==> config.mk <==
export PLATFORM = sky130hd
export DESIGN_NAME = refresh_control_unit
export DESIGN_NICKNAME = d
export VERILOG_FILES = /design/src/rtl/refresh_pkg.sv /design/src/rtl/refresh_control_unit.sv /design/src/rtl/refresh_interval_counter.sv
export SDC_FILE = /design/constraint.sdc
export NUM_CORES = 1
export LEC_CHECK = 0
export BUFFER_PORTS_ARGS = -buffer_cell sky130_fd_sc_hd__buf_2
export CAP_MARGIN = 30
export CORE_MARGIN = 8
export CORE_UTILIZATION = 49
export CTS_BUF_LIST = sky130_fd_sc_hd__clkbuf_16
export DETAILED_ROUTE_END_ITERATION = 10
export PLACE_DENSITY = 0.79
export SLEW_MARGIN = 20
export SYNTH_ARGS = -nofsm -noshare
export SYNTH_HDL_FRONTEND = slang
export SYNTH_HIERARCHICAL = 1
export SYNTH_SLANG_ARGS = --single-unit
==> constraint.sdc <==
create_clock -name CLK_I -period 2.8 [get_ports CLK_I]
set_clock_uncertainty 0.2 [all_clocks]
set_input_delay 0.14 -clock CLK_I [delete_from_list [all_inputs] [get_ports CLK_I]]
set_output_delay 0.14 -clock CLK_I [all_outputs]
set_load 0.03 [all_outputs]
==> src/rtl/refresh_pkg.sv <==
// shared constants and types of the memory refresh control unit
package refresh_pkg;
    localparam int ADDR_W = 12;
    localparam int DATA_W = 32;

    // register indices; byte address on the bus is four times the index
    localparam logic [7:0] IDX_BASE    = 8'hB0;
    localparam logic [7:0] IDX_TIME    = 8'hB2;
    localparam logic [7:0] IDX_CONTROL = 8'hB4;
    localparam logic [7:0] IDX_ADDRESS = 8'hB6;
    localparam int         IDX_SHIFT   = 2;

    // field layout
    localparam int CNT_W     = 9;
    localparam int ROW_W     = 12;
    localparam int UPPER_W   = 7;
    localparam int ENABLE_B  = 15;
    localparam int REQ_B     = 14;

    localparam logic [CNT_W-1:0]   TIME_RST  = 9'h000;
    localparam logic [UPPER_W-1:0] UPPER_RST = 7'h00;
    localparam logic [ROW_W-1:0]   ROW_RST   = 12'h000;
    localparam logic [ROW_W-1:0]   ROW_STEP  = 12'h001;
    localparam logic [CNT_W-1:0]   CNT_ONE   = 9'h001;

    typedef struct packed {
        logic              psel;
        logic              penable;
        logic              pwrite;
        logic [ADDR_W-1:0] paddr;
        logic [DATA_W-1:0] pwdata;
    } apb_req_t;

    typedef struct packed {
        logic              pready;
        logic              pslverr;
        logic [DATA_W-1:0] prdata;
    } apb_rsp_t;
endpackage

==> src/rtl/refresh_control_unit.sv <==
// memory refresh control unit with its apb register slave
//
// Decided for this implementation: register access over APB.
`timescale 1ns/100ps
`default_nettype none
// Function
// - Periodically run a memory read bus cycle refreshing external memory, unprompted.
// - A 9-bit clock counter raises a refresh request each programmed interval.
// - A 12-bit row generator drives address lines a1 to a12 during refresh.
// - Address bits a13 to a19 come from a programmed base value.
// - In idle mode refresh request generation keeps running normally.
// - In powerdown counting halts; a refresh already pending still completes and steps the row, the other registers are kept.
module refresh_control_unit
    import refresh_pkg::*;
(
    input  wire logic                    CLK_I,
    input  wire logic                    RSTN_I,
    input  wire refresh_pkg::apb_req_t   APB_REQ_I,
    output refresh_pkg::apb_rsp_t        APB_RSP_O,
    input  wire logic                    IDLE_I,
    input  wire logic                    POWERDOWN_I,
    input  wire logic                    REFRESH_DONE_I,
    output logic                         REFRESH_REQ_O,
    output logic [19:0]                  REFRESH_ADDR_O
);
    import refresh_pkg::*;

    function automatic logic [7:0] reg_index(input logic [ADDR_W-1:0] a);
        reg_index = a[IDX_SHIFT +: 8];
    endfunction

    // only the four aligned refresh words decode; anything else answers with pslverr
    function automatic logic reg_mapped(input logic [ADDR_W-1:0] a);
        logic [7:0] i;
        i = reg_index(a);
        reg_mapped = (a[IDX_SHIFT-1:0] == 2'h0) && (a[ADDR_W-1:IDX_SHIFT+8] == 2'h0)
                     && (i == IDX_BASE || i == IDX_TIME || i == IDX_CONTROL
                         || i == IDX_ADDRESS);
    endfunction

    // reset is taken at once but released through two flops, so no register
    // leaves reset on an edge that sits too close to the pin's release
    logic rst_s1_q;
    logic rst_n_q;

    always_ff @(posedge CLK_I or negedge RSTN_I) begin
        if (!RSTN_I) begin
            rst_s1_q <= 1'b0;
            rst_n_q  <= 1'b0;
        end else begin
            rst_s1_q <= 1'b1;
            rst_n_q  <= rst_s1_q;
        end
    end

    // the request flag is a two-state machine: waiting for an interval to expire,
    // or holding a refresh read up until the bus unit reports it complete
    typedef enum logic [0:0] {
        REQ_IDLE = 1'b0,
        REQ_PEND = 1'b1
    } req_state_t;

    logic [UPPER_W-1:0] upper_q;
    logic [UPPER_W-1:0] upper_d;
    logic [CNT_W-1:0]   interval_q;
    logic [CNT_W-1:0]   interval_d;
    logic               enable_q;
    logic               enable_d;
    logic [ROW_W-1:0]   row_q;
    logic [ROW_W-1:0]   row_d;
    req_state_t         req_q;
    req_state_t         req_d;
    logic [19:0]        addr_q;
    logic [19:0]        addr_d;
    apb_rsp_t           rsp_q;
    apb_rsp_t           rsp_d;

    // links between the counter, the bus slave and the request machine
    logic               expire;
    logic [CNT_W-1:0]   count;
    logic               run;
    logic               wr_take;
    logic               done;
    logic [7:0]         idx;

    // idle freezes only the execution and bus clocks, so it does not gate counting
    assign run = enable_q && !POWERDOWN_I;

    // the counter reloads from the programmed interval on expiry, so a new
    // interval written by software takes effect from the next request on
    refresh_interval_counter refresh_interval_counter_inst (
        .clk_i      (CLK_I),
        .rst_n_i    (rst_n_q),
        .run_i      (run),
        .interval_i (interval_q),
        .expire_o   (expire),
        .count_o    (count)
    );

    assign idx     = reg_index(APB_REQ_I.paddr);
    // a write lands only at the access edge that also sees pready, never in setup
    assign wr_take = APB_REQ_I.psel && APB_REQ_I.penable && rsp_q.pready
                     && APB_REQ_I.pwrite && reg_mapped(APB_REQ_I.paddr);
    // a completion pulse with no request outstanding is ignored
    assign done    = (req_q == REQ_PEND) && REFRESH_DONE_I;

    always_comb begin
        upper_d    = upper_q;
        interval_d = interval_q;
        enable_d   = enable_q;
        if (wr_take) begin
            case (idx)
                IDX_BASE: begin
                    upper_d = APB_REQ_I.pwdata[UPPER_W-1:0];
                end
                IDX_TIME: begin
                    interval_d = APB_REQ_I.pwdata[CNT_W-1:0];
                end
                IDX_CONTROL: begin
                    enable_d = APB_REQ_I.pwdata[ENABLE_B];
                end
                default: begin
                    upper_d = upper_q;
                end
            endcase
        end
    end

    always_comb begin
        req_d = req_q;
        row_d = row_q;
        if (done) begin
            row_d = row_q + ROW_STEP;
        end
        case (req_q)
            REQ_IDLE: begin
                if (expire) begin
                    req_d = REQ_PEND;
                end
            end
            REQ_PEND: begin
                // a new interval expiring in the completion cycle keeps the request up
                if (done && !expire) begin
                    req_d = REQ_IDLE;
                end
            end
            default: begin
                req_d = REQ_IDLE;
            end
        endcase
        // a0 is held low: refresh reads are word aligned
        addr_d = {upper_q, row_d, 1'b0};
    end

    always_comb begin
        // zero wait states: the answer is registered from the setup cycle
        rsp_d         = '0;
        rsp_d.pready  = APB_REQ_I.psel && !APB_REQ_I.penable;
        rsp_d.pslverr = rsp_d.pready && !reg_mapped(APB_REQ_I.paddr);
        if (rsp_d.pready && !APB_REQ_I.pwrite) begin
            case (idx)
                IDX_BASE: begin
                    rsp_d.prdata[UPPER_W-1:0] = upper_q;
                end
                IDX_TIME: begin
                    rsp_d.prdata[CNT_W-1:0] = interval_q;
                end
                IDX_CONTROL: begin
                    rsp_d.prdata[ENABLE_B]  = enable_q;
                    rsp_d.prdata[REQ_B]     = (req_q == REQ_PEND);
                    rsp_d.prdata[CNT_W-1:0] = count;
                end
                IDX_ADDRESS: begin
                    rsp_d.prdata[ROW_W-1:0] = row_q;
                end
                default: begin
                    rsp_d.prdata = '0;
                end
            endcase
        end
    end

    // powerdown only stops counting; the settings below keep their values, while a pending refresh still completes and steps the row
    always_ff @(posedge CLK_I or negedge rst_n_q) begin
        if (!rst_n_q) begin
            upper_q    <= UPPER_RST;
            interval_q <= TIME_RST;
            enable_q   <= 1'b0;
        end else begin
            upper_q    <= upper_d;
            interval_q <= interval_d;
            enable_q   <= enable_d;
        end
    end

    always_ff @(posedge CLK_I or negedge rst_n_q) begin
        if (!rst_n_q) begin
            row_q  <= ROW_RST;
            req_q  <= REQ_IDLE;
            addr_q <= '0;
        end else begin
            row_q  <= row_d;
            req_q  <= req_d;
            addr_q <= addr_d;
        end
    end

    always_ff @(posedge CLK_I or negedge rst_n_q) begin
        if (!rst_n_q) begin
            rsp_q <= '0;
        end else begin
            rsp_q <= rsp_d;
        end
    end

    assign APB_RSP_O      = rsp_q;
    assign REFRESH_REQ_O  = (req_q == REQ_PEND);
    assign REFRESH_ADDR_O = addr_q;

    // idle is accepted for completeness of the power interface but needs no action
    // peripheral clocks keep running in idle, so nothing here is gated by it
    logic idle_unused;
    assign idle_unused = IDLE_I;
endmodule
`default_nettype wire

==> src/rtl/refresh_interval_counter.sv <==
// clock counter that spaces successive refresh requests
`timescale 1ns/100ps
`default_nettype none
module refresh_interval_counter
    import refresh_pkg::*;
(
    input  wire logic             clk_i,
    input  wire logic             rst_n_i,
    input  wire logic             run_i,
    input  wire logic [CNT_W-1:0] interval_i,
    output logic                  expire_o,
    output logic [CNT_W-1:0]      count_o
);
    logic [CNT_W-1:0] count_q;
    logic [CNT_W-1:0] count_d;
    logic             expire_q;
    logic             expire_d;

    always_comb begin
        count_d  = count_q;
        expire_d = 1'b0;
        if (!run_i) begin
            // halted counting keeps its value, so a resume picks up where it stopped
            count_d = count_q;
        end else if (count_q <= CNT_ONE) begin
            count_d  = interval_i;
            expire_d = 1'b1;
        end else begin
            count_d = count_q - CNT_ONE;
        end
    end

    always_ff @(posedge clk_i or negedge rst_n_i) begin
        if (!rst_n_i) begin
            count_q  <= TIME_RST;
            expire_q <= 1'b0;
        end else begin
            count_q  <= count_d;
            expire_q <= expire_d;
        end
    end

    assign expire_o = expire_q;
    assign count_o  = count_q;
endmodule
`default_nettype wire

=== Yosys cells after proc, flatten, opt, wreduce, memory -nomap -nowiden ===
Index checks and enable logic that the tools add are counted.

* Reduce and logical (&&, ||, !) cells: 25
* Equal/unequal tests: 4
* Add/sub/neg operators: 2
* Multiplexer cells: 12
* Bitwise operators: 1
* Order comparisons: 1

{| class="wikitable"
|+ Operators with widths
! kind !! count
|-
| 8-bit == test (second input constant) || 4
|-
| 7-bit case mux with 4 select lines || 1
|-
| 16-bit 2-to-1 mux || 1
|-
| 12-bit by 1-bit adder with 12-bit output (second input constant) || 1
|-
| 1-bit logical AND || 12
|-
| 12-bit 2-to-1 mux || 1
|-
| 9-bit by 1-bit less-or-equal comparator with 1-bit output (second input constant) || 1
|-
| 9-bit 2-to-1 mux || 1
|-
| 9-bit by 1-bit subtractor with 9-bit output (second input constant) || 1
|-
| 2-bit case mux with 3 select lines || 1
|-
| 2-bit AND reduction || 3
|-
| 1-bit logical NOT || 5
|-
| 2-bit logical NOT || 2
|-
| 1-bit 2-to-1 mux || 4
|-
| 1-bit logical OR || 3
|-
| 3-bit 2-to-1 mux || 1
|-
| 2-bit 2-to-1 mux || 1
|-
| 1-bit case mux with 2 select lines || 1
|-
| 1-bit NOT || 1
|}

* Output and inout bits: 55
* Bits in registers: 95
* Word-level logic and storage cells: 58

=== Longest topological paths before layout ===
* Depth after elaboration: 7
* Depth in mapped cells: 7
* Mapped depth without buffers: 5

=== By module ===
Netlist, hierarchy kept.

{| class="wikitable"
|+ Modules (own cells, without submodules)
! module !! cells each !! area each (sq um) !! instances
|-
| refresh_control_unit || 181 || 2426.1 || 1
|-
| refresh_interval_counter || 58 || 566.8 || 1
|}

=== Worst setup path before layout ===
No wires, ideal clock.

* Kind: input port to flip-flop
* From: in APB_REQ_I[35] (netlist bit)
* To: reg upper_q[0]
* Required time: 2475 ps
* Cell stages on the path: 4
* Setup slack: 807 ps
* Arrival time: 1668 ps
* Cell sequence: buf_2 -> or4b_2 -> nor4_4 -> mux2_2

* Longest elaborated chain between the ends: 7

{| class="wikitable"
|+ Ends and longest elaborated chain
! what !! line !! text
|-
| from (decl) || refresh_control_unit.sv:18 || <nowiki>input wire refresh_pkg::apb_req_t APB_REQ_I,</nowiki>
|-
| 8-bit == test (on tied branches) || refresh_control_unit.sv:37, refresh_control_unit.sv:112 ||
|-
| 1-bit logical OR (2 in series) || refresh_control_unit.sv:37 || <nowiki>&& (i == IDX_BASE || i == IDX_TIME || i == IDX_CONTROL</nowiki>
|-
| 1-bit logical OR || refresh_control_unit.sv:38 || <nowiki>|| i == IDX_ADDRESS);</nowiki>
|-
| 1-bit logical AND || refresh_control_unit.sv:37 ||
|-
| 1-bit logical AND || refresh_control_unit.sv:103 || <nowiki>&& APB_REQ_I.pwrite && reg_mapped(APB_REQ_I.paddr);</nowiki>
|-
| 2-bit AND reduction (no source line) (*) || -- ||
|-
| to (signal assigned) || refresh_control_unit.sv:190 || <nowiki>upper_q <= upper_d;</nowiki>
|-
| to (decl) || refresh_control_unit.sv:63 || <nowiki>logic [UPPER_W-1:0] upper_q;</nowiki>
|}

Every way passes the cells marked *; elsewhere a longest branch is shown, timed or not.
A chain may end at the register's enable or synchronous reset.

=== Final worst setup path ===
* From: reg enable_q
* To: reg refresh_interval_counter_inst.count_q[5], in the netlist refresh_interval_counter_inst/count_o[5]

* Longest elaborated chain between the ends: 1

{| class="wikitable"
|+ Ends and longest elaborated chain
! what !! line !! text
|-
| from (decl) || refresh_control_unit.sv:67 || <nowiki>logic enable_q;</nowiki>
|-
| from (signal assigned) || refresh_control_unit.sv:192 || <nowiki>enable_q <= enable_d;</nowiki>
|-
| 1-bit logical AND || refresh_control_unit.sv:87 || <nowiki>assign run = enable_q && !POWERDOWN_I;</nowiki>
|-
| named net run || refresh_control_unit.sv:81 || <nowiki>logic run;</nowiki>
|-
| to (signal assigned) || refresh_interval_counter.sv:38 || <nowiki>count_q <= count_d;</nowiki>
|-
| to (decl) || refresh_interval_counter.sv:14 || <nowiki>logic [CNT_W-1:0] count_q;</nowiki>
|}

The timed path passes the listed nets, and every way through them passes these cells.

==> flow_results.org <==
** Run status
- The run finished with clean final reports.

** STA
- Setup Total Neg Slack :: 0 ps
- Setup repair after global routing left no endpoint under its margin.
- Achievable frequency :: 455 MHz
- The hold violation count in the final report came to 0.
- For the pin with the worst max-slew slack, the measured transition is 557 ps.
- The routed design could run at a clock period as short as 2200 ps.
- In this run the tightest slew margin relative to its limit is 0.629.
- Final setup violation count :: 0
- The max-slew violation count came to 0.
- Share of the cycle needed by the critical path after routing :: 0.785

** Clock network
- Sink Count :: 65
- At the later pin of the worst-skew pair, clock insertion delay measures 320 ps.
- Number of buffers on the longest clock path :: 2
- The H-tree generated during clock tree synthesis spans 3 levels.
- # Post-CTS Setup Buffers :: 0
- TritonCTS built the clock tree.
- Buffers inserted during clock tree synthesis total 9.
- Clock-pin slew was measured on the worst setup and hold paths at 50 ps.
- Number of hold buffers added after CTS :: 16
- Quantity of gates resized following cts :: 0
- Root buf cell :: sky130_fd_sc_hd__clkbuf_16

** Route
- After detailed routing, the number of remaining DRC violations is 0.
- The detail route stage leaves a number of antenna-violating nets equal to 0.
- Final wirelength :: 6.92 mm
- Number of design-rule violations left by the first detailed-router iteration :: 89
- TritonRoute pass-1 iters :: 4
- After detailed routing, the number of vias per cell comes to 5.25.
- For this block, the via count after detailed routing is 2133.
- Wire per inst :: 17.0 um

** Logic synthesis
- Syn. warnings :: 6
- Proportion of register bits with asynchronous set or reset after synthesis :: 1.00
- Number of distinct library cell variants in the gate-level netlist after synthesis :: 42
- The mapped netlist covers 2990 um2.
- In this run, synthesis inferred 0 flip-flops with an integrated enable.
- For this run, the leading register cell type out of synthesis is sky130_fd_sc_hd__dfrtp_1.
- Flop and latch count out of synthesis :: 65
- The average instance in the mapped netlist occupies 12.5 um2.
- Share of the yosys chip area belonging to registers :: 0.543
- Synthesis produced a netlist whose cell count is 239.

** Floorplanning
- Core Footprint :: 5920 um2
- 107 I/O pins were placed.
- The die is 94.2 um tall.
- The floorplan has 28 rows.
- From left edge to right edge, the die measures 94.2 um.
- Initial core utilization :: 0.505
- Die Area :: 8870 um2

** Setup path
- Reg-to-reg setup timing slack :: 600 ps
- Startpoint type of the worst setup path :: flip-flop
- Logic depth of the worst register-to-register path :: 5
- Worst endpoint required time :: 2810 ps
- Class of the most critical setup path :: flip-flop to flip-flop
- Data on the critical path arrives at its endpoint at 2200 ps.
- Kind of end point of the critical path :: flip-flop
- The worst register-to-register path ends at refresh_interval_counter_inst/count_o[5].
- Largest fanout on the critical path :: 11
- Reg-to-reg critical path startpoint :: enable_q

** Placed design
- Cell Area, Placed :: 3330 um2
- Number of port buffers :: 64
- Weighted congestion at the end of routability-driven global placement :: 0.872
- Placed wire-length estimate after detailed placement :: 4.95 mm

** Min path
- The worst hold path was traced through 4 stages.
- The startpoint identified for the worst hold timing path is APB_REQ_I[40].
- Terminating pin of the worst hold path :: APB_RSP_O[32]
- Worst hold path class :: input pin to flip-flop

** Global route
- Maximum number of pins on one net before global-route repair :: 27
- The initial antenna violation count is 0.
- Total grt overflow :: 0
- The number of global-route vias before repair is 2304.
- The first global-routing pass estimated 10.9 mm of wire.
- Global Route Usage Sum :: 0.158

** Layout
- After routing the design area is 3780 um2.
- The repair_antennas step left the layout with diodes totalling 0.
- In the final layout, the multi-input gates occupy 1230 um2.
- Fill cells in the final layout number 429.
- Nets :: 381
- Registers take 1630 um2.
- Area growth syn-to-layout :: 26.5%
- Of the cells placed in the final design, the portion with a size suffix greater than 1 is 0.353.

** Power and ir drop
- Leakage component of the power :: 1.94 nW
- Power Density :: 570 nW/um2
- Peak supply drop :: 344 uV

** Flow run
- The tool flagged a number of max-cap violations equal to 0.
==> cell families (layout without fill, tap and decap cells) <==
| kind of cell | after synthesis | in the layout | share of synthesized area |
|---|---|---|---|
| AND/OR/NAND/NOR | 82 | 82 | 0.162 |
| flip-flops | 65 | 65 | 0.543 |
| buffers and inverters | 33 | 107 | 0.0694 |
| multiplexers | 28 | 28 | 0.135 |
| AO/OA/AOI/OAI | 15 | 15 | 0.0426 |
| XOR/XNOR | 11 | 11 | 0.0322 |
| adder cells (fa/ha/maj) | 3 | 3 | 0.0125 |
| other | 2 | 20 | 0.00251 |
==> stage by stage <==
stage	utilization	instances	total power, mW	hold WS, ps	setup slack, ps
5_1_grt	0.639	406	2.22	39.4	557
2_1_floorplan	-	257	1.05	-356	656
6_report	0.639	406	2.16	14.5	601
4_1_cts	0.639	406	2.18	11.1	618
3_3_place_gp	0.562	374	1.07	-276	659
3_5_place_dp	0.562	374	1.07	-270	598
==> per-layer routing <==
metal  track usage  vias to the layer above  part of all wire
met5             0                        -                 0
met4        0.0938                        0             0.025
met3        0.0376                       16             0.069
met2         0.268                       69              0.52
met1         0.175                     1052              0.38
li1              -                      996                 -
==> worst max-delay path: stages (launching register included) <==
cell	delay [ps]
sky130_fd_sc_hd__dfrtp_1	410
sky130_fd_sc_hd__nor2b_1	150
sky130_fd_sc_hd__buf_4	170
sky130_fd_sc_hd__or4b_4	480
sky130_fd_sc_hd__or3_1	350
sky130_fd_sc_hd__a221o_1	310
==> Yosys cell counts (all sizes together) (3+ instances only) <==
cell type  count  area, um2
a221o          5       51.3
nor3          10       50.1
inv            6       22.5
nor2b          9       56.3
nor4           6       67.6
xnor2          5       43.8
xor2           6       52.6
nand2         11       41.3
nand3          9       45.0
nand4          4       25.0
or4            3       22.5
mux2          21        236
buf           25        178
dfrtp         65       1630
mux4           7        169
nor2          16       60.1
ha             3       37.5
==> sequential cells by signal, indices dropped and copies added (netlist names) <==
signal	cells
rst_s1_q	1
rst_n_q	1
refresh_interval_counter_inst/count_o	9
enable_q	1
interval_q	9
upper_q	7
REFRESH_ADDR_O	8
refresh_interval_counter_inst/expire_o	1
REFRESH_REQ_O	1
row_q	11
APB_RSP_O	16
==> worst max path at each step <==
stage / slack (ps) / to / cells past startpoint / from
6_report: 600 / refresh_interval_counter_inst/count_o[5] / 5 / enable_q
5_1_grt: 560 / refresh_interval_counter_inst/count_o[5] / 5 / enable_q
4_1_cts: 620 / refresh_interval_counter_inst/count_o[5] / 5 / enable_q
3_5_place_dp: 600 / refresh_interval_counter_inst/count_o[5] / 5 / enable_q
3_3_place_gp: 660 / upper_q[4] / 5 / APB_REQ_I[35]
2_1_floorplan: 660 / APB_RSP_O[0] / 0 / rst_n_q
==> placed cells by master (no fill, tap or decap), types with 3 or more instances in the layout <==
cell and n:
sky130_fd_sc_hd__nand4_1 4, sky130_fd_sc_hd__inv_1 6, sky130_fd_sc_hd__dfrtp_1 64, sky130_fd_sc_hd__buf_4 5, sky130_fd_sc_hd__ha_1 3, sky130_fd_sc_hd__nor4_1 4
sky130_fd_sc_hd__mux4_2 4, sky130_fd_sc_hd__dlygate4sd3_1 16, sky130_fd_sc_hd__mux2_2 21, sky130_fd_sc_hd__nor3_1 10, sky130_fd_sc_hd__xnor2_1 5, sky130_fd_sc_hd__conb_1 20
sky130_fd_sc_hd__or4_1 3, sky130_fd_sc_hd__clkbuf_16 9, sky130_fd_sc_hd__nor2b_1 9, sky130_fd_sc_hd__clkinvlp_4 3, sky130_fd_sc_hd__nand3_1 9, sky130_fd_sc_hd__a221o_1 4
sky130_fd_sc_hd__xor2_1 6, sky130_fd_sc_hd__nand2_1 11, sky130_fd_sc_hd__mux4_1 3, sky130_fd_sc_hd__nor2_1 16, sky130_fd_sc_hd__buf_2 64
==> area by class of cell <==
type                       instances  area share
timing repair buffer              85       0.137
inverter                           6     0.00595
clock inverter                     7      0.0188
tap                               75      0.0248
clock buffer                       9      0.0595
multi-input combinational        159       0.324
sequential                        65       0.430
==> where the power goes <==
part / switching (mW) / total (mW) / internal, mW / leakage, nW
Sequential: 0.00794 / 0.951 / 0.943 / 0.885
Clock: 0.400 / 1.09 / 0.686 / 0.137
Combinational: 0.0761 / 0.119 / 0.0424 / 0.913
Total: 0.484 / 2.16 / 1.67 / 1.94
(Power assumes the default switching activity.)
